File: config.mk
export PLATFORM = sky130hd
export DESIGN_NAME = tsic_top
export DESIGN_NICKNAME = d
export VERILOG_FILES = /design/src/rtl/tsic_pkg.sv /design/src/rtl/tsic_res_if.sv /design/src/rtl/tsic_resolver.sv /design/src/rtl/tsic_pin_sampler.sv /design/src/rtl/tsic_top.sv
export VERILOG_INCLUDE_DIRS = /design/src /design/src/rtl
export SDC_FILE = /design/constraint.sdc
export NUM_CORES = 1
export LEC_CHECK = 0
export ABC_AREA = 1
export BUFFER_PORTS_ARGS = -buffer_cell sky130_fd_sc_hd__buf_2
export CORE_UTILIZATION = 33
export DETAILED_ROUTE_END_ITERATION = 6
export PLACE_DENSITY_LB_ADDON = 0.1
export SYNTH_ARGS = -nofsm -noshare
export SYNTH_HDL_FRONTEND = slang
export SYNTH_SLANG_ARGS = --single-unit
File: constraint.sdc
create_clock -name clk_i -period 2.6 [get_ports clk_i]
set_input_delay 0.26 -clock clk_i [delete_from_list [all_inputs] [get_ports clk_i]]
set_output_delay 0.26 -clock clk_i [all_outputs]
set_load 0.03 [all_outputs]
File: src/rtl/tsic_consts.svh
/*
 * Constants of the twelve-source interrupt controller: register map,
 * field positions, reset values and machine-cycle timing.
 * Assumes inclusion by bare name from the package and the modules.
 */
`ifndef TSIC_CONSTS_SVH
`define TSIC_CONSTS_SVH
`define TSIC_NSRC 12
`define TSIC_NFLAG 15
`define TSIC_NPIN 6
`define TSIC_PIN_IDLE 6'h3F
`define TSIC_PH_C3 2'h2
`define TSIC_MC_CLKS 4
`define TSIC_CALL_MCS 4
`define TSIC_CALL_LAST 5'(`TSIC_CALL_MCS * `TSIC_MC_CLKS - 1)
`define TSIC_OFF_EN 8'h00
`define TSIC_OFF_PRI 8'h04
`define TSIC_OFF_FLAG 8'h08
`define TSIC_OFF_CFG 8'h0C
`define TSIC_OFF_STAT 8'h10
`define TSIC_EN_GLOBAL 12
`define TSIC_F_EXT0 0
`define TSIC_F_TF0 1
`define TSIC_F_EXT1 2
`define TSIC_F_TF1 3
`define TSIC_F_RI0 4
`define TSIC_F_TI0 5
`define TSIC_F_TF2 6
`define TSIC_F_TIMER2_CAPTURE_RELOAD_FLAG 7
`define TSIC_F_RI1 8
`define TSIC_F_TI1 9
`define TSIC_F_EXT2 10
`define TSIC_F_EXT5 13
`define TSIC_F_WATCHDOG_REQUEST_FLAG 14
`define TSIC_C_TRIG0 0
`define TSIC_C_TRIG1 1
`define TSIC_C_HC2 2
`define TSIC_C_PFEN 6
`define TSIC_S_EXT0 4'h0
`define TSIC_S_TF0 4'h1
`define TSIC_S_EXT1 4'h2
`define TSIC_S_TF1 4'h3
`define TSIC_S_EXT2 4'h7
`define TSIC_S_EXT5 4'hA
`define TSIC_VEC_BASE 16'h0003
`define TSIC_VEC_STEP 16'h0008
`define TSIC_VEC_GAP 4'h6
`define TSIC_RST_REG 32'h00000000
`endif

File: src/rtl/tsic_pkg.sv
/*
 * Types and the vector decode of the interrupt controller.
 * Assumes the constants header is on the include path.
 */
`include "tsic_consts.svh"
package tsic_pkg;
    typedef logic [3:0] tsic_src_t;
    typedef logic [`TSIC_NSRC-1:0] tsic_mask_t;
    typedef logic [15:0] tsic_vec_t;
    typedef enum logic {TSIC_IDLE, TSIC_CALL} tsic_call_e;

    // Slot 6 is unused between timer 2 and serial 1
    function automatic tsic_vec_t tsic_vector(tsic_src_t idx);
        tsic_src_t slot;
        slot = (idx < `TSIC_VEC_GAP) ? idx : tsic_src_t'(idx + 4'h1);
        return 16'(`TSIC_VEC_BASE + `TSIC_VEC_STEP * 16'(slot));
    endfunction
endpackage

File: src/rtl/tsic_res_if.sv
/*
 * Carrier between the controller core and its priority resolver.
 * Assumes both ends run on the same clock; contents are combinational.
 */
`timescale 1ns/10ps
interface tsic_res_if;
    import tsic_pkg::*;
    tsic_mask_t req;
    tsic_mask_t hi;
    logic [1:0] in_svc;
    logic grant;
    logic win_hi;
    tsic_src_t win;
    modport ctl (output req, hi, in_svc, input grant, win_hi, win);
    modport res (input req, hi, in_svc, output grant, win_hi, win);
endinterface

File: src/rtl/tsic_resolver.sv
/*
 * Priority resolver: picks the winning source and checks preemption.
 * Assumes requests are already gated by the enables.
 */
`timescale 1ns/10ps
`include "tsic_consts.svh"
module tsic_resolver (
    tsic_res_if.res rif
);
    import tsic_pkg::*;

    // Lowest index wins a tie
    function automatic tsic_src_t first_set(tsic_mask_t m);
        tsic_src_t r;
        r = '0;
        for (int i = `TSIC_NSRC - 1; i >= 0; i--) begin
            if (m[i]) begin
                r = tsic_src_t'(i);
            end
        end
        return r;
    endfunction

    tsic_mask_t hi_req;
    tsic_mask_t lo_req;

    always_comb begin
        hi_req = rif.req & rif.hi;
        lo_req = rif.req & ~rif.hi;
        if (|hi_req) begin
            rif.win = first_set(hi_req);
            rif.win_hi = 1'b1;
            rif.grant = ~rif.in_svc[1];
        end else begin
            rif.win = first_set(lo_req);
            rif.win_hi = 1'b0;
            rif.grant = |lo_req & ~|rif.in_svc;
        end
    end
endmodule

File: src/rtl/tsic_pin_sampler.sv
/*
 * External request pin sampler: three-stage synchroniser, agreement
 * filter and a per-machine-cycle sample for falling-edge detection.
 * Assumes sample_i pulses once per machine cycle at phase C3.
 */
`timescale 1ns/10ps
`include "tsic_consts.svh"
module tsic_pin_sampler (
    input wire logic clk_i,
    input wire logic srst_i,
    input wire logic [`TSIC_NPIN-1:0] pin_i,
    input wire logic sample_i,
    output logic [`TSIC_NPIN-1:0] fall_o,
    output logic [`TSIC_NPIN-1:0] low_o
);
    logic [`TSIC_NPIN-1:0] s1, s2, s3, stable, samp;

    always_ff @(posedge clk_i) begin
        if (srst_i) begin
            s1 <= `TSIC_PIN_IDLE;
            s2 <= `TSIC_PIN_IDLE;
            s3 <= `TSIC_PIN_IDLE;
        end else begin
            s1 <= pin_i;
            s2 <= s1;
            s3 <= s2;
        end
    end

    // Take a bit only when stages two and three agree
    always_ff @(posedge clk_i) begin
        if (srst_i) begin
            stable <= `TSIC_PIN_IDLE;
        end else begin
            stable <= (s2 & ~(s2 ^ s3)) | (stable & (s2 ^ s3));
        end
    end

    always_ff @(posedge clk_i) begin
        if (srst_i) begin
            samp <= `TSIC_PIN_IDLE;
        end else if (sample_i) begin
            samp <= stable;
        end
    end

    assign fall_o = {`TSIC_NPIN{sample_i}} & samp & ~stable;
    assign low_o = ~stable;
endmodule

File: src/rtl/tsic_top.sv
/*
 * Twelve-source interrupt controller with APB register access.
 * Holds flags, enables, priorities and the in-service state, and
 * drives the hardware call towards the core sequencer.
 * Assumes the core flags the last cycle of each instruction and any
 * instruction that writes enables or priorities or returns.
 */
// Design decisions made here: the APB interface to the registers and the register addresses.
`timescale 1ns/10ps
`include "tsic_consts.svh"
module tsic_top (
    input wire logic clk_i,
    input wire logic srst_i,
    input wire logic psel_i,
    input wire logic penable_i,
    input wire logic pwrite_i,
    input wire logic [7:0] paddr_i,
    input wire logic [31:0] pwdata_i,
    output logic [31:0] prdata_o,
    output logic pready_o,
    output logic pslverr_o,
    input wire logic [`TSIC_NPIN-1:0] ext_request_pin_i,
    input wire logic timer0_overflow_i,
    input wire logic timer1_overflow_i,
    input wire logic timer2_overflow_i,
    input wire logic timer2_capture_reload_i,
    input wire logic watchdog_timeout_i,
    input wire logic serial0_rx_done_i,
    input wire logic serial0_tx_done_i,
    input wire logic serial1_rx_done_i,
    input wire logic serial1_tx_done_i,
    input wire logic power_fail_i,
    input wire logic last_cycle_i,
    input wire logic blocking_instr_i,
    input wire logic return_from_interrupt_i,
    output logic call_active_o,
    output logic push_pc_o,
    output logic load_pc_o,
    output tsic_pkg::tsic_vec_t vector_o,
    output tsic_pkg::tsic_src_t source_o,
    output logic power_fail_irq_o
);
    import tsic_pkg::*;

    tsic_res_if rif ();

    tsic_resolver u_res (
        .rif(rif.res)
    );

    logic [1:0] phase;
    logic c3;
    logic [`TSIC_NPIN-1:0] pin_fall;
    logic [`TSIC_NPIN-1:0] pin_low;

    // Machine cycle of four clocks, phase C3 is the sample point
    always_ff @(posedge clk_i) begin
        if (srst_i) begin
            phase <= '0;
        end else begin
            phase <= phase + 2'h1;
        end
    end

    assign c3 = (phase == `TSIC_PH_C3);

    tsic_pin_sampler u_pins (
        .clk_i(clk_i),
        .srst_i(srst_i),
        .pin_i(ext_request_pin_i),
        .sample_i(c3),
        .fall_o(pin_fall),
        .low_o(pin_low)
    );

    // Register file
    logic [`TSIC_NSRC:0] enable_reg;
    tsic_mask_t priority_reg;
    logic [`TSIC_NFLAG-1:0] flags;
    logic [`TSIC_NFLAG-1:0] next_flags;
    logic [`TSIC_C_PFEN:0] cfg;
    logic [1:0] in_svc;
    tsic_src_t last_src;
    logic wr_en;
    logic setup;

    function automatic logic reg_hit(logic [7:0] a);
        return a == `TSIC_OFF_EN || a == `TSIC_OFF_PRI || a == `TSIC_OFF_FLAG
            || a == `TSIC_OFF_CFG || a == `TSIC_OFF_STAT;
    endfunction

    assign wr_en = psel_i & penable_i & pwrite_i & reg_hit(paddr_i);
    assign setup = psel_i & ~penable_i;
    assign pready_o = 1'b1;
    assign pslverr_o = psel_i & penable_i & ~reg_hit(paddr_i);

    always_ff @(posedge clk_i) begin
        if (srst_i) begin
            enable_reg <= '0;
        end else if (wr_en && paddr_i == `TSIC_OFF_EN) begin
            enable_reg <= pwdata_i[`TSIC_NSRC:0];
        end
    end

    always_ff @(posedge clk_i) begin
        if (srst_i) begin
            priority_reg <= '0;
        end else if (wr_en && paddr_i == `TSIC_OFF_PRI) begin
            priority_reg <= pwdata_i[`TSIC_NSRC-1:0];
        end
    end

    always_ff @(posedge clk_i) begin
        if (srst_i) begin
            cfg <= '0;
        end else if (wr_en && paddr_i == `TSIC_OFF_CFG) begin
            cfg <= pwdata_i[`TSIC_C_PFEN:0];
        end
    end

    // Read data is captured in the setup cycle
    always_ff @(posedge clk_i) begin
        if (srst_i) begin
            prdata_o <= `TSIC_RST_REG;
        end else if (setup) begin
            unique case (paddr_i)
                `TSIC_OFF_EN: prdata_o <= 32'(enable_reg);
                `TSIC_OFF_PRI: prdata_o <= 32'(priority_reg);
                `TSIC_OFF_FLAG: prdata_o <= 32'(flags);
                `TSIC_OFF_CFG: prdata_o <= 32'(cfg);
                `TSIC_OFF_STAT: prdata_o <= 32'({power_fail_irq_o, last_src,
                    call_active_o, in_svc});
                default: prdata_o <= `TSIC_RST_REG;
            endcase
        end
    end

    // Request gating and polling
    tsic_mask_t src_raw;
    logic call_start;
    tsic_call_e state;
    logic [4:0] call_cnt;

    assign src_raw = {flags[`TSIC_F_WATCHDOG_REQUEST_FLAG],
        flags[`TSIC_F_EXT5:`TSIC_F_EXT2],
        flags[`TSIC_F_RI1] | flags[`TSIC_F_TI1],
        flags[`TSIC_F_TF2] | flags[`TSIC_F_TIMER2_CAPTURE_RELOAD_FLAG],
        flags[`TSIC_F_RI0] | flags[`TSIC_F_TI0],
        flags[`TSIC_F_TF1], flags[`TSIC_F_EXT1],
        flags[`TSIC_F_TF0], flags[`TSIC_F_EXT0]};

    assign rif.req = src_raw & enable_reg[`TSIC_NSRC-1:0]
        & {`TSIC_NSRC{enable_reg[`TSIC_EN_GLOBAL]}};
    assign rif.hi = priority_reg;
    assign rif.in_svc = in_svc;

    // Fresh decision each poll; nothing pending is stored
    assign call_start = c3 & (state == TSIC_IDLE) & rif.grant
        & last_cycle_i & ~blocking_instr_i;

    function automatic logic [`TSIC_NFLAG-1:0] hw_clr(tsic_src_t idx,
            logic [`TSIC_C_PFEN:0] c);
        logic [`TSIC_NFLAG-1:0] m;
        m = '0;
        case (idx)
            `TSIC_S_EXT0: m[`TSIC_F_EXT0] = c[`TSIC_C_TRIG0];
            `TSIC_S_TF0: m[`TSIC_F_TF0] = 1'b1;
            `TSIC_S_EXT1: m[`TSIC_F_EXT1] = c[`TSIC_C_TRIG1];
            `TSIC_S_TF1: m[`TSIC_F_TF1] = 1'b1;
            default: begin
                if (idx >= `TSIC_S_EXT2 && idx <= `TSIC_S_EXT5) begin
                    m[`TSIC_F_EXT2 + int'(idx - `TSIC_S_EXT2)] =
                        c[`TSIC_C_HC2 + int'(idx - `TSIC_S_EXT2)];
                end
            end
        endcase
        return m;
    endfunction

    // Flags: software write, call clear, then hardware set wins
    logic [`TSIC_NFLAG-1:0] set_mask;
    logic [1:0] lvl;

    always_comb begin
        set_mask = '0;
        lvl = ~cfg[`TSIC_C_TRIG1:`TSIC_C_TRIG0];
        set_mask[`TSIC_F_EXT0] = c3 & (lvl[0] ? pin_low[0] : pin_fall[0]);
        set_mask[`TSIC_F_EXT1] = c3 & (lvl[1] ? pin_low[1] : pin_fall[1]);
        set_mask[`TSIC_F_EXT5:`TSIC_F_EXT2] =
            pin_fall[`TSIC_NPIN-1:2];
        set_mask[`TSIC_F_TF0] = timer0_overflow_i;
        set_mask[`TSIC_F_TF1] = timer1_overflow_i;
        set_mask[`TSIC_F_TF2] = timer2_overflow_i;
        set_mask[`TSIC_F_TIMER2_CAPTURE_RELOAD_FLAG] = timer2_capture_reload_i;
        set_mask[`TSIC_F_RI0] = serial0_rx_done_i;
        set_mask[`TSIC_F_TI0] = serial0_tx_done_i;
        set_mask[`TSIC_F_RI1] = serial1_rx_done_i;
        set_mask[`TSIC_F_TI1] = serial1_tx_done_i;
        set_mask[`TSIC_F_WATCHDOG_REQUEST_FLAG] = watchdog_timeout_i;
    end

    always_comb begin
        next_flags = flags;
        if (wr_en && paddr_i == `TSIC_OFF_FLAG) begin
            next_flags = pwdata_i[`TSIC_NFLAG-1:0];
        end
        if (call_start) begin
            next_flags = next_flags & ~hw_clr(rif.win, cfg);
        end
        // Level mode flag tracks the sampled pin
        if (c3 && lvl[0] && !pin_low[0]) begin
            next_flags[`TSIC_F_EXT0] = 1'b0;
        end
        if (c3 && lvl[1] && !pin_low[1]) begin
            next_flags[`TSIC_F_EXT1] = 1'b0;
        end
        next_flags = next_flags | set_mask;
    end

    always_ff @(posedge clk_i) begin
        if (srst_i) begin
            flags <= '0;
        end else begin
            flags <= next_flags;
        end
    end

    // Hardware call sequencer
    always_ff @(posedge clk_i) begin
        if (srst_i) begin
            state <= TSIC_IDLE;
            call_cnt <= '0;
        end else begin
            unique case (state)
                TSIC_IDLE: begin
                    call_cnt <= '0;
                    if (call_start) begin
                        state <= TSIC_CALL;
                    end
                end
                TSIC_CALL: begin
                    call_cnt <= call_cnt + 5'h1;
                    if (call_cnt == `TSIC_CALL_LAST) begin
                        state <= TSIC_IDLE;
                    end
                end
            endcase
        end
    end

    assign call_active_o = (state == TSIC_CALL);

    // Core pushes the PC only; status word is left alone
    always_ff @(posedge clk_i) begin
        if (srst_i) begin
            push_pc_o <= 1'b0;
            load_pc_o <= 1'b0;
        end else begin
            push_pc_o <= call_start;
            load_pc_o <= (state == TSIC_CALL) && call_cnt == `TSIC_CALL_LAST;
        end
    end

    always_ff @(posedge clk_i) begin
        if (srst_i) begin
            vector_o <= '0;
            source_o <= '0;
            last_src <= '0;
        end else if (call_start) begin
            vector_o <= tsic_vector(rif.win);
            source_o <= rif.win;
            last_src <= rif.win;
        end
    end

    // In-service bits; a call sets, return-from-interrupt clears
    always_ff @(posedge clk_i) begin
        if (srst_i) begin
            in_svc <= '0;
        end else if (call_start) begin
            in_svc[rif.win_hi] <= 1'b1;
        end else if (return_from_interrupt_i) begin
            if (in_svc[1]) begin
                in_svc[1] <= 1'b0;
            end else begin
                in_svc[0] <= 1'b0;
            end
        end
    end

    // Power-fail ignores the global enable
    always_ff @(posedge clk_i) begin
        if (srst_i) begin
            power_fail_irq_o <= 1'b0;
        end else begin
            power_fail_irq_o <= power_fail_i & cfg[`TSIC_C_PFEN];
        end
    end

    glob_gate_a: assert property (@(posedge clk_i) disable iff (srst_i)
        !enable_reg[`TSIC_EN_GLOBAL] |-> !call_start)
        else $error("call started with global enable clear");

    poll_point_a: assert property (@(posedge clk_i) disable iff (srst_i)
        call_start |-> c3 && last_cycle_i && !blocking_instr_i)
        else $error("call outside last cycle poll");

    call_len_a: assert property (@(posedge clk_i) disable iff (srst_i)
        call_start |=> call_active_o[*8] ##1 call_active_o[*8] ##1 load_pc_o)
        else $error("call sequence not four machine cycles");

    vec_map_a: assert property (@(posedge clk_i) disable iff (srst_i)
        call_start && rif.win == `TSIC_S_EXT2 |=> vector_o == 16'h0043)
        else $error("external 2 vector wrong");

    svc_set_a: assert property (@(posedge clk_i) disable iff (srst_i)
        call_start && rif.win_hi |=> in_svc[1])
        else $error("high in-service not set");

    return_from_interrupt_clr_a: assert property (@(posedge clk_i) disable iff (srst_i)
        return_from_interrupt_i && !call_start && in_svc == 2'h3 |=> in_svc == 2'h1)
        else $error("return did not clear highest level");

    tf0_clr_a: assert property (@(posedge clk_i) disable iff (srst_i)
        call_start && rif.win == `TSIC_S_TF0 && !timer0_overflow_i
        |=> !flags[`TSIC_F_TF0])
        else $error("timer 0 flag not cleared by call");

    t2_keep_a: assert property (@(posedge clk_i) disable iff (srst_i)
        call_start && rif.win == 4'h5 && !wr_en
        && !timer2_overflow_i && !timer2_capture_reload_i
        |=> $stable(flags[`TSIC_F_TIMER2_CAPTURE_RELOAD_FLAG:`TSIC_F_TF2]))
        else $error("timer 2 flags changed by call");

    edge_set_a: assert property (@(posedge clk_i) disable iff (srst_i)
        c3 && pin_fall[2] |=> flags[`TSIC_F_EXT2])
        else $error("falling edge did not set flag");

    no_preempt_a: assert property (@(posedge clk_i) disable iff (srst_i)
        in_svc[1] |-> !call_start)
        else $error("call preempted a high level routine");
endmodule

After elaboration in Yosys (flattened, before gate mapping)
Cells that the tools add are included.
- reduce and logical (&&, ||, !) cells: 31
- mux-type cells: 60
- bitwise logic cells: 40
- equality and inequality tests: 10
- multipliers: 0
- shift operators: 0
- div/mod/pow operators: 0
- $add $sub $neg: 7
- $lt $le $gt $ge: 8
- operators with widths (operator ; number):
    two-way mux 4 bit ; 26
    case mux 15 bit (5 select lines) ; 1
    AND 12 bit ; 4
    two-way mux 15 bit ; 3
    less-than comparator 32 x 5 -> 1 bit, second input constant ; 1
    AND 15 bit ; 2
    AND 6 bit ; 4
    OR reduction 12 bit ; 2
    two-way mux 11 bit ; 2
    two-way mux 1 bit ; 17
    == test 8 x 4 -> 1 bit, second input constant ; 2
    NOT 15 bit ; 1
    bitwise OR 15 bit ; 1
    AND 1 bit ; 13
    logical AND 1 bit ; 12
    NOT 12 bit ; 1
    NOT 6 bit ; 2
    OR reduction 3 bit ; 4
    case mux 1 bit (2 select lines) ; 5
    case mux 5 bit (2 select lines) ; 1
    adder 2 x 7 -> 8 bit, first input constant ; 1
    == test 4 x 2 -> 1 bit, second input constant ; 2
    == test 8 x 3 -> 1 bit, second input constant ; 1
    == test 8 x 5 -> 1 bit, second input constant ; 1
    other kinds (35) ; 47
- logic and storage cells: 176
- latch bits: 0
- bits of input ports: 64
- output and inout bits: 58
- flip-flop bits (word level): 142
- memories kept: 0
- bits in read-only memories: 0
- RAM bits: 0

Depth between registers and ports, before layout
Gate-level depths: netlist of the first run.
- depth after elaboration: 32
- depth in mapped cells: 29
- depth with buffers taken out: 28

By module
A second synthesis of the first run with hierarchy kept.
- cell total of the unflattened synthesis: 860
- area total of the unflattened synthesis: 5926.9 sq um
- modules (own cells, without submodules) (module ; sequential area each (sq um) ; instances ; area each (sq um) ; cells each):
    tsic_top ; 1681.6 ; 1 ; 4458.0 ; 628
    tsic_pin_sampler ; 600.6 ; 1 ; 1044.8 ; 132
    tsic_resolver ; 0.0 ; 1 ; 424.2 ; 100

Worst setup path after synthesis of the first run
OpenSTA, ideal clock, no wires.
- path kind: register to register
- from: register enable_reg[12]
- to: register flags[12]
- slack: -170 ps
- cell stages (with the launch flop): 22
- path buffers: 2
- data arrival time: 2638 ps
- period minus slack after synthesis: 2770 ps
- data required time: 2468 ps
- path through: dfxtp_1 -> buf_6 -> buf_8 -> nand4_1 -> nand2_2 -> nor2_4 -> nand2_2 -> nor2_4 -> inv_2 -> nor2_2 -> nand2_2 -> nand2_4 -> ha_1 -> inv_1 -> o21ai_2 -> inv_1 -> o21ai_2 -> nand3_1 -> nor2_4 -> nand3_1 -> o21ai_1 -> a21oi_1
- cells in the longest elaborated chain, start to end: 29
- ends and longest elaborated chain (element ; RTL line ; text):
    start, declared ; tsic_top.sv:77 ; logic [`TSIC_NSRC:0] enable_reg;
    start signal, assigned ; tsic_top.sv:101 ; enable_reg <= pwdata_i[`TSIC_NSRC:0];
    AND 12 bit (*) ; tsic_top.sv:152 ; assign rif.req = src_raw & enable_reg[`TSIC_NSRC-1:0]
    AND 12 bit (on tied branches) ; tsic_resolver.sv:29, tsic_resolver.sv:28 ;
    two-way mux 4 bit (12 in series) ; tsic_resolver.sv:17 ; if (m[i]) begin
    two-way mux 4 bit (*) ; tsic_resolver.sv:30 ; if (|hi_req) begin
    net rif.win[0] ; tsic_res_if.sv:13 ; tsic_src_t win;
    subtractor 4 x 3 -> 5 bit (no source line) ; -- ;
    adder 5 x 5 -> 6 bit (no source line) ; -- ;
    >= comparator 6 x 1 -> 1 bit / less-than comparator 6 bit (equally long branches) ; tsic_top.sv:172 ; m[`TSIC_F_EXT2 + int'(idx - `TSIC_S_EXT2)] =
    [... 3 more ...] ; -- ;
    AND 15 bit (no source line) ; -- ;
    two-way mux 15 bit ; tsic_top.sv:171 ; if (idx >= `TSIC_S_EXT2 && idx <= `TSIC_S_EXT5) begin
    two-way mux 11 bit (*) ; tsic_top.sv:165 ; case (idx)
    two-way mux 11 bit (*) ; tsic_top.sv:207 ; if (call_start) begin
    NOT 15 bit (*) ; tsic_top.sv:208 ; next_flags = next_flags & ~hw_clr(rif.win, cfg);
    AND 15 bit (*) ; tsic_top.sv:208 ;
    two-way mux 15 bit (*) ; tsic_top.sv:207 ;
    bitwise OR 15 bit (*) ; tsic_top.sv:217 ; next_flags = next_flags | set_mask;
    end signal, assigned ; tsic_top.sv:224 ; flags <= next_flags;
    end, declared ; tsic_top.sv:79 ; logic [`TSIC_NFLAG-1:0] flags;
The timed path passes the listed nets; every way through them passes the cells marked *. The select of a mux whose other input is x is not followed.
A chain may end at the register's enable or synchronous reset.

Worst setup path after layout of the first run
- from: register enable_reg[12]
- to: register flags[0]
- cells in the longest elaborated chain, start to end: 30
- ends and longest elaborated chain (element ; RTL line ; text):
    AND 12 bit (*) ; tsic_top.sv:152 ;
    AND 12 bit (on tied branches) ; tsic_resolver.sv:29, tsic_resolver.sv:28 ;
    two-way mux 4 bit (12 in series) ; tsic_resolver.sv:17 ;
    two-way mux 4 bit (*) ; tsic_resolver.sv:30 ;
    net rif.win[1] ; tsic_res_if.sv:13 ;
    subtractor 4 x 3 -> 5 bit (no source line) ; -- ;
    adder 5 x 5 -> 6 bit (no source line) ; -- ;
    >= comparator 6 x 1 -> 1 bit / less-than comparator 6 bit (equally long branches) ; tsic_top.sv:172 ;
    [... 4 more ...] ; -- ;
    two-way mux 15 bit ; tsic_top.sv:171 ;
    case mux 1 bit (2 select lines) (*) ; tsic_top.sv:165 ;
    two-way mux 1 bit (*) ; tsic_top.sv:207 ;
    NOT 15 bit (*) ; tsic_top.sv:208 ;
    AND 15 bit (*) ; tsic_top.sv:208 ;
    two-way mux 15 bit (*) ; tsic_top.sv:207 ;
    two-way mux 1 bit (*) ; tsic_top.sv:211 ; if (c3 && lvl[0] && !pin_low[0]) begin
    bitwise OR 15 bit (*) ; tsic_top.sv:217 ;
Marks and branches as above.

==> flow_summary.toml, run 1 <==
[status]
status = "finished with violations"
violations = "negative setup slack"

[global_routing]
grt_usage = 0.2226
grt_pass1_vias = 5529
gr-usage-met3 = 0.04692
use_met1 = 0.2758
overflow = 0
grt_max_degree = 56
busiest_layer = "met2"
antenna_found_initial = 0
use_met2 = 0.3762
grt_pass1_wl_um = 29790

[floorplan]
dieArea_mm2 = 0.01810
fp.coreArea_mm2 = 0.01724
die_x_um = 134.6
rows = 48
io_pins = 122
die_h_um = 134.6
initial_core_util = 0.3364

[yosys]
yosysSeqAreaShare = 0.3936
synth_edf_count = 0
synth_area_mm2 = 0.005798
ys_types = 45
ys_warn_count = 0
synthFlopType = "dfxtp_1"
syn_inst = 786
yosys_register_bits = 114
synth-async-reset-ratio = 0
syn_avg_cell_area_um2 = 7.377

[placement]
portBuffers = 76
dp_cells = 1158
globalplace.congestion = 0.9246
dpl.hpwl_um = 14650

[sta]
fin_skew_ns = 0.01131
timing.final.hold_violations = 0
max_slew_margin = 0.5998
finalSetupViolCount = 11
min_period_over_period = 1.139
worst_slew_pin_slew_ns = 0.6003
final-max-slew-violation-count = 0
min_period_ns = 2.961
finalWorstSetupSlack_ns = -0.3610
rsz0062_at_grt = "true"
max_freq_ghz = 0.3377

[worst_setup_path]
critPathKind = "flip-flop to flip-flop"
cp.required_ns = 2.89
path_max_fanout = 8
critPathArrivalTime_ns = 3.25
cp-start-kind = "flip-flop"
worstSetupEndpointType = "flip-flop"
crit-reg2reg-launch = "enable_reg[12]$_SDFFE_PP0P_"
crit_start = "enable_reg[12]$_SDFFE_PP0P_"

[detailed_routing]
via_per_inst = 4.781
postRouteAntennaNets = 0
drt_iter0_drc = 457
num_vias = 5819
wl_per_cell_um = 16.30
totalWireLength_um = 19840
dr.pass1.iters = 6
drc = 0

[final_layout]
finalNonFillerCells = 1217
antenna_cells = 0
final_cell_mix = "124 x nand2_1, 115 x buf_4, 112 x dfxtp_1, 106 x inv_1, 76 x buf_2"
final_nets = 1052
drive_gt1_frac = 0.3377
layout_commonest_cell = "nand2_1"
areaGrowthSynthToFinish_pct = 38.20
fin_util = 0.4649

[clocking]
cts-root-buf = "clkbuf_16"
clock_latency_ns = 0.43
clock_path_buffers = 2
htreeDepth = 4
cts_inserted_buffers = 17
clock-sinks = 114
cts_tree = "yes"
clkSlewWorstSetupHoldPaths_ns = 0.06

[pwr]
power.density_mw_per_mm2 = 552.9
ir_drop_mv = 0.4513
total_power_mw = 4.431
leakage_nw = 3.733

[worst_hold_path]
hp-class = "input port to flip-flop"
hold_start = "serial0_rx_done_i"

[job]
drv_cap = 0
stage by stage:
step	hold slack (ns)	cell area, um^2	setup TNS, ns	setup WS, ns
4_1_cts	0.03169	7864	-2.929	-0.2827
3_3_place_gp	0.3945	7047	-4.708	-0.4754
5_1_grt	0.03859	8013	-5.679	-0.5594
2_1_floorplan	0.3638	5928	-0.4227	-0.04501
6_report	0.04439	8013	-3.509	-0.3610
3_5_place_dp	0.3936	7047	-5.259	-0.5326
report_power, final:
part / switching (mW) / total (mW) / leakage (nW) / internal (mW)
Clock: 0.994 / 2.35 / 0.286 / 1.36
Combinational: 0.190 / 0.278 / 2.52 / 0.0881
Sequential: 0.0181 / 1.80 / 0.929 / 1.78
Total: 1.20 / 4.43 / 3.73 / 3.23
final timing paths:
kind	endpoint	slack, ns	cells after the start
max	flags[0]$_SDFF_PP0_	-0.36	24
min reg2reg	u_pins.s2[3]$_SDFF_PP1_	0.41	1
max reg2reg	flags[0]$_SDFF_PP0_	-0.36	24
min	flags[4]$_SDFF_PP0_	0.04	3
logic make-up (layout without fill, tap and decap cells):
group	count (synthesis)	count (layout)	share of synthesized area
AO/OA/AOI/OAI	186	186	0.1763
buffers and inverters	173	353	0.1364
XOR/XNOR	1	1	0.002806
other	2	28	0.001295
AND/OR/NAND/NOR	296	296	0.2615
flip-flops	114	114	0.3936
adder cells (fa/ha/maj)	14	14	0.02805
cells in the mapped netlist (3+ instances only):
| library cell | count | area [um^2] |
|---|---|---|
| or2_2 | 18 | 112.6 |
| o21ai_0 | 68 | 340.3 |
| nand2_2 | 14 | 87.58 |
| nor2_2 | 6 | 37.54 |
| nand2_1 | 127 | 476.7 |
| clkbuf_1 | 21 | 78.83 |
| maj3_1 | 5 | 50.05 |
| o21ai_2 | 3 | 26.28 |
| nor3_1 | 5 | 25.02 |
| a221oi_1 | 3 | 26.28 |
| a31oi_1 | 5 | 31.28 |
| nand4_1 | 19 | 118.9 |
| a21oi_1 | 72 | 360.4 |
| nand3_1 | 34 | 170.2 |
| o22ai_1 | 13 | 81.33 |
| nor2_1 | 46 | 172.7 |
| dfxtp_1 | 114 | 2282 |
| buf_4 | 30 | 225.2 |
| nand4_2 | 7 | 87.58 |
| o21ai_1 | 10 | 50.05 |
| nand2_4 | 7 | 78.83 |
| nor2_4 | 4 | 45.04 |
| inv_1 | 111 | 416.7 |
| nand3_2 | 3 | 30.03 |
| o211ai_1 | 4 | 30.03 |
| ha_1 | 9 | 112.6 |
| inv_2 | 5 | 18.77 |
layout make-up:
class	count	area, um^2
fillers	1742	9224
multi-input cells	525	2987
flip-flops and latches	114	2287
repair buffers	204	1431
inverters	117	441.7
clock buffers	17	425.4
well taps	225	281.5
clock inverters	15	158.9
routing by layer:
layer  share of wire  routed length, um
met5               0                  0
met4           0.024                469
met3           0.048                948
met2            0.48               9514
met1            0.45               8904
repair_timing:
action / 4_1_cts / 5_1_grt
gates resized for setup: 13 / 22
hold buffers: 6 / 0
pin swaps: 24 / 22
cloned: 0 / 1
hold endpoints to repair: 6 / 0
setup endpoints to repair: 20 / 23
setup buffers: 14 / 6
critical path, cell delays in order (launching register included):
cell	delay, ns
dfxtp_4	0.42
buf_12	0.14
buf_4	0.11
nand4_1	0.12
nand2_1	0.12
inv_1	0.07
nand2_1	0.07
nand2_1	0.06
nand2_1	0.05
nand3_1	0.09
nand2_2	0.17
inv_2	0.08
buf_4	0.14
ha_2	0.19
inv_2	0.07
a31oi_1	0.11
nor2_2	0.17
buf_4	0.14
inv_1	0.05
nor2_2	0.10
nand3_2	0.10
nand2_1	0.08
nand2_1	0.05
nand2_1	0.06
a21oi_1	0.05
Power figures use the tool's default switching activity.
==> run 2, diff against run 1 <==
--- a/config.mk
+++ b/config.mk
@@ -8,6 +8,8 @@
 export LEC_CHECK = 0
 export ABC_AREA = 1
 export BUFFER_PORTS_ARGS = -buffer_cell sky130_fd_sc_hd__buf_2
+export CELL_PAD_IN_SITES_DETAIL_PLACEMENT = 1
+export CELL_PAD_IN_SITES_GLOBAL_PLACEMENT = 1
 export CORE_UTILIZATION = 33
 export DETAILED_ROUTE_END_ITERATION = 6
 export PLACE_DENSITY_LB_ADDON = 0.1
==> run 2 against run 1 <==
Effect of this change: the run still ends with negative setup slack left; first-iteration DRC count down 42%; worst hold slack worse by 0.030 ns; clock skew down 0.0041 ns.
==> flow_summary.toml, run 2 (synthesized netlist as in run 1, its figures left out) <==
[sta]
min_period_over_period = 1.146
timing.final.hold_violations = 0
finalWorstSetupSlack_ns = -0.3788
max_freq_ghz = 0.3357
rsz0062_at_grt = "true"
finalSetupViolCount = 11
final-max-slew-violation-count = 0
min_period_ns = 2.979
max_slew_margin = 0.5925
worst_slew_pin_slew_ns = 0.6112
fin_skew_ns = 0.007198

[global_routing]
grt_pass1_vias = 6118
antenna_found_initial = 0
grt_pass1_wl_um = 32880
grt_max_degree = 56
overflow = 0
grt_usage = 0.2418

[floorplan]
fp.coreArea_mm2 = 0.01724
io_pins = 122
die_h_um = 134.6
die_x_um = 134.6
rows = 48
initial_core_util = 0.3364
dieArea_mm2 = 0.01810

[pwr]
total_power_mw = 4.457
ir_drop_mv = 0.4673
power.density_mw_per_mm2 = 571.0
leakage_nw = 3.661

[worst_setup_path]
slowest_stage = "dfxtp_4"
slowest_delay_ns = 0.37
cp.required_ns = 2.88
worstSetupEndpointType = "flip-flop"
critPathBufInv = 4
cpLargestDelayFamily = "simple AND/OR/NAND/NOR gates"
path_max_fanout = 8
critPathArrivalTime_ns = 3.26
critPathKind = "flip-flop to flip-flop"
cp-start-kind = "flip-flop"
path_cells = "buf_8 -> nand4_1 -> nand2_2 -> nor2_4 -> nand2_2 -> nor2_4 -> inv_2 -> nor2_2 -> nand2_2 -> nand2_4 -> ha_4 -> xor2_4 -> inv_2 -> nand2_4 -> inv_2 -> nand3_2 -> nand3_2 -> nor2_4 -> nand3_2 -> o21ai_1 -> a21oi_1"

[final_layout]
multiInputGateArea_mm2 = 0.002932
final_cell_area_mm2 = 0.007806
antenna_cells = 0
final_cell_mix = "125 x nand2_1, 113 x dfxtp_1, 109 x buf_4, 107 x inv_1, 76 x buf_2"
final_nets = 1039
seq_area_mm2 = 0.002286
layout_commonest_cell = "nand2_1"
fillers = 2203
drive_gt1_frac = 0.3228
areaGrowthSynthToFinish_pct = 34.64

[job]
drv_cap = 0

[clocking]
cts-root-buf = "clkbuf_16"
clkSlewWorstSetupHoldPaths_ns = 0.06
clock_path_buffers = 2
clock-sinks = 114
clock_latency_ns = 0.43
cts_inserted_buffers = 17
htreeDepth = 4
cts_tree = "yes"

[detailed_routing]
wl_per_cell_um = 17.59
postRouteAntennaNets = 0
via_per_inst = 4.940
drc = 0
totalWireLength_um = 21180
num_vias = 5948
dr.pass1.iters = 4
drt_iter0_drc = 265

[status]
violations = "negative setup slack"
status = "finished with violations"

[placement]
portBuffers = 76
dpl-instance-area_mm2 = 0.006972
globalplace.congestion = 0.8987
dpl.hpwl_um = 15820

[worst_hold_path]
hp-class = "input port to flip-flop"
[run 2: worst register-to-register path, cell delays in order (launching register included)]
cell and delay, ns:
dfxtp_4 0.37, buf_8 0.15, nand4_1 0.16, nand2_2 0.11, nor2_4 0.13, nand2_2 0.09
nor2_4 0.16, inv_2 0.05, nor2_2 0.08, nand2_2 0.08, nand2_4 0.11, ha_4 0.19
xor2_4 0.19, inv_2 0.06, nand2_4 0.08, inv_2 0.05, nand3_2 0.07, nand3_2 0.09
nor2_4 0.23, nand3_2 0.16, o21ai_1 0.15, a21oi_1 0.08
[run 2: repair_timing]
| action | in CTS | in global routing |
|---|---|---|
| pin swaps | 16 | 14 |
| endpoints found under the setup margin | 20 | 20 |
| hold buffers | 1 | 0 |
| endpoints found under the hold margin | 1 | 0 |
| buffers inserted | 11 | 7 |
| resized for setup | 13 | 11 |
[run 2: routing by layer]
metal	vias to the layer above	track usage	share of wire
li1	2872	-	-
met1	2917	0.2964	0.44
met2	124	0.4203	0.49
met3	35	0.04880	0.040
met4	0	0.08365	0.023
met5	-	0	0
[run 2: final timing paths]
check	endpoint	depth (start not counted)	slack, ns	from
max	flags[10]$_SDFF_PP0_	21	-0.38	enable_reg[12]$_SDFFE_PP0P_
min	u_pins.s1[3]$_SDFF_PP1_	2	0.01	ext_request_pin_i[3]
max reg2reg	flags[10]$_SDFF_PP0_	21	-0.38	enable_reg[12]$_SDFFE_PP0P_
min reg2reg	u_pins.s2[5]$_SDFF_PP1_	1	0.41	u_pins.s1[5]$_SDFF_PP1_
[run 2: cell type report]
class,count,area share
clock inverter,15,0.02084
clock buffer,17,0.05450
multi-input combinational,525,0.3755
timing repair buffer,191,0.1636
inverter,117,0.05658
sequential,114,0.2928
tap,225,0.03606
[run 2: through the flow]
| stage | std cells | worst slack, ns | hold slack, ns | setup TNS (ns) | utilization |
|---|---|---|---|---|---|
| 5_1_grt | 1204 | -0.5688 | 0.004519 | -6.600 | 0.4529 |
| 3_3_place_gp | 1153 | -0.3960 | 0.3932 | -4.114 | 0.4045 |
| 4_1_cts | 1197 | -0.3564 | 0.001094 | -3.764 | 0.4472 |
| 3_5_place_dp | 1153 | -0.5138 | 0.3981 | -6.000 | 0.4045 |
| 6_report | 1204 | -0.3788 | 0.01481 | -3.922 | 0.4529 |
| 2_1_floorplan | 812 | -0.04501 | 0.3638 | -0.4227 | - |
[run 2: power breakdown]
group          switching (mW)  internal [mW]
clock                    1.01           1.37
sequential             0.0193           1.78
combinational           0.191         0.0825
total                    1.22           3.23
==> run 3, diff against run 2 <==
--- a/config.mk
+++ b/config.mk
@@ -6,7 +6,6 @@
 export SDC_FILE = /design/constraint.sdc
 export NUM_CORES = 1
 export LEC_CHECK = 0
-export ABC_AREA = 1
 export BUFFER_PORTS_ARGS = -buffer_cell sky130_fd_sc_hd__buf_2
 export CELL_PAD_IN_SITES_DETAIL_PLACEMENT = 1
 export CELL_PAD_IN_SITES_GLOBAL_PLACEMENT = 1
==> run 3 against run 2 <==
Effect of this change: the flow still finishes with violations (negative setup slack); non-clock buffer count increased by 5; combinational power increased by 7.7%; maximum frequency decreased by 3.3%; sequential share of layout area decreased by 0.47 points; sequential power about the same; design area increased by 1.6%; synthesized cell count decreased by 17%; area after synthesis decreased by 2.2%.
==> flow_summary.toml, run 3 <==
[status]
status = "finished with violations"
violations = "negative setup slack"

[yosys]
synthTopCellsByArea = "dfxtp_1 40%, mux2i_1 6.4%, nor2_1 5.0%, a21oi_1 4.5%, nand2_1 4.0%"
syn_inst = 654
yosysSeqAreaShare = 0.4024
synth-async-reset-ratio = 0
synth_edf_count = 0
yosysMostFrequentCell = "dfxtp_1"
synth_common_cells = "114 x dfxtp_1, 76 x nor2_1, 60 x nand2_1"
ys_warn_count = 0
yosysTopAreaCellShare = 0.4024
syn_avg_cell_area_um2 = 8.672
synth_area_mm2 = 0.005672
synthFlopType = "dfxtp_1"
ys_types = 70
yosys_register_bits = 114
yosysTopAreaCell = "dfxtp_1"

[worst_setup_path]
slowest_stage = "or4b_4"
path_max_fanout = 8
critPathArrivalTime_ns = 3.38
cp-start-kind = "flip-flop"
slowest_delay_ns = 0.52
cp.required_ns = 2.90
path_cells = "buf_12 -> and4b_2 -> nor4b_4 -> or4b_4 -> a211oi_4 -> buf_6 -> inv_4 -> o21ai_2 -> nor2_1 -> or3_4 -> o41a_1"
cpLargestDelayFamily = "simple AND/OR/NAND/NOR gates"
critPathKind = "flip-flop to flip-flop"
critPathBufInv = 3
worstSetupEndpointType = "flip-flop"

[global_routing]
grt_max_degree = 59
overflow = 0
grt_usage = 0.2309
grt_pass1_vias = 5606
grt_pass1_wl_um = 30930
antenna_found_initial = 0

[clocking]
clock_latency_ns = 0.42
clock-sinks = 114
htreeDepth = 4
clock_path_buffers = 2
cts-root-buf = "clkbuf_16"
cts_inserted_buffers = 17
clkSlewWorstSetupHoldPaths_ns = 0.06
cts_tree = "yes"

[detailed_routing]
drc = 0
num_vias = 5481
dr.pass1.iters = 5
via_per_inst = 5.146
postRouteAntennaNets = 0
wl_per_cell_um = 18.75
drt_iter0_drc = 229
totalWireLength_um = 19970

[sta]
tns_ns = -4.132
min_period_ns = 3.081
finalSetupViolCount = 14
max_slew_margin = 0.5082
final-max-slew-violation-count = 0
finalWorstSetupSlack_ns = -0.4806
max_freq_ghz = 0.3246
fin_skew_ns = 0.008439
timing.final.hold_violations = 0
holdWs_ns = 0.01798
rsz0062_at_grt = "true"
min_period_over_period = 1.185
worst_slew_pin_slew_ns = 0.7376

[placement]
dpl-instance-area_mm2 = 0.006930
portBuffers = 76
globalplace.congestion = 0.8941
dpl.hpwl_um = 15140

[final_layout]
multiInputGateArea_mm2 = 0.003283
final_cell_area_mm2 = 0.007934
seq_area_mm2 = 0.002286
final_cell_mix = "113 x dfxtp_1, 112 x buf_4, 76 x nor2_1, 75 x buf_2, 59 x nand2_1"
drive_gt1_frac = 0.3586
antenna_cells = 0
layout_commonest_cell = "dfxtp_1"
areaGrowthSynthToFinish_pct = 39.89
fillers = 1958
final_nets = 905

[floorplan]
die_x_um = 133.1
initial_core_util = 0.3396
rows = 47
io_pins = 122
dieArea_mm2 = 0.01772
die_h_um = 133.1
fp.coreArea_mm2 = 0.01670

[job]
drv_cap = 0

[pwr]
power.density_mw_per_mm2 = 591.0
pwr-share-clk = 0.551
power_switching_mw = 1.171
p_sw_frac = 0.2497
total_power_mw = 4.689
combPwrFrac = 0.063
ir_drop_mv = 0.4323
power_frac_seq = 0.386
p_int_mw = 3.518
leakage_nw = 3.530

[worst_hold_path]
hp-class = "input port to flip-flop"
## run 3: changes by cell type in the layout (fill, tap and decap cells not counted), moves of 15 or more
cell	previous run	this run
a21oi_1	72	48
o21ai_0	67	1
nand2_1	125	59
nand3_1	29	9
nor2_1	43	76
mux2i_1	0	36
inv_1	107	25
nand2_2	16	1
## run 3: stage by stage
stage,setup slack [ns],cells,util
finish,-0.4806,1065,0.4751
global route,-0.5671,1065,0.4751
CTS,-0.4426,1059,0.4670
detailed placement,-0.6127,1011,0.4150
global placement,-0.4959,1011,0.4150
floorplan,-0.3780,680,-
## run 3: final cells by class
class	count	share of cell area
clock buffer	17	0.05362
clock inverter	15	0.02776
inverter	28	0.01419
multi-input combinational	475	0.4138
sequential	114	0.2881
tap	220	0.03469
timing repair buffer	196	0.1678
## run 3: power groups by stage
| stage | Clock [mW] | Combinational (mW) | Sequential (mW) |
|---|---|---|---|
| after floorplan | 0 | 0.194 | 1.85 |
| after global placement | 0 | 0.282 | 1.85 |
| after CTS | 2.63 | 0.294 | 1.81 |
| after detailed placement | 0 | 0.287 | 1.85 |
| final | 2.58 | 0.295 | 1.81 |
| after global routing | 2.71 | 0.320 | 1.81 |
## run 3: path summary, 6_finish.rpt
path | to | from | slack (ns) | cells past startpoint
worst max-delay path | flags[14]$_SDFF_PP0_ | enable_reg[12]$_SDFFE_PP0P_ | -0.48 | 11
worst min register to register | u_pins.s2[5]$_SDFF_PP1_ | u_pins.s1[5]$_SDFF_PP1_ | 0.41 | 1
worst min-delay path | u_pins.s1[5]$_SDFF_PP1_ | ext_request_pin_i[5] | 0.02 | 2
worst max register to register | flags[14]$_SDFF_PP0_ | enable_reg[12]$_SDFFE_PP0P_ | -0.48 | 11
## run 3: timing repair
item                                    4_1_cts  5_1_grt
resized for setup                            22       16
buffers inserted                             13        6
endpoints found under the setup margin       15       16
pin swaps                                    19       11
hold buffers                                  3        0
hold endpoints to repair                      3        0
## run 3: logic make-up after synthesis
kind of cell,count (synthesis),share of synthesized area
compound gates,152,0.1864
xor+xnor,4,0.006178
fa+ha+maj,9,0.01985
buf+inv,91,0.08228
flops,114,0.4024
mux,48,0.08935
other cells,2,0.001324
simple gates,234,0.2122
## run 3: worst reg2reg max path: cells and delay by family, from the launching register on
kind            cells  cell delay [ns]
compound gates      3             0.74
buf+inv             3             0.35
flops               1             0.37
simple gates        5             1.50
## run 3: routing by layer
| layer | up-vias | GRT usage | wire length (um) | part of all wire |
|---|---|---|---|---|
| met1 | 2669 | 0.2805 | 8740 | 0.44 |
| li1 | 2646 | - | - | - |
| met2 | 135 | 0.3933 | 9799 | 0.49 |
| met5 | - | 0 | 0 | 0 |
| met3 | 31 | 0.05289 | 919 | 0.046 |
| met4 | 0 | 0.09407 | 510 | 0.026 |
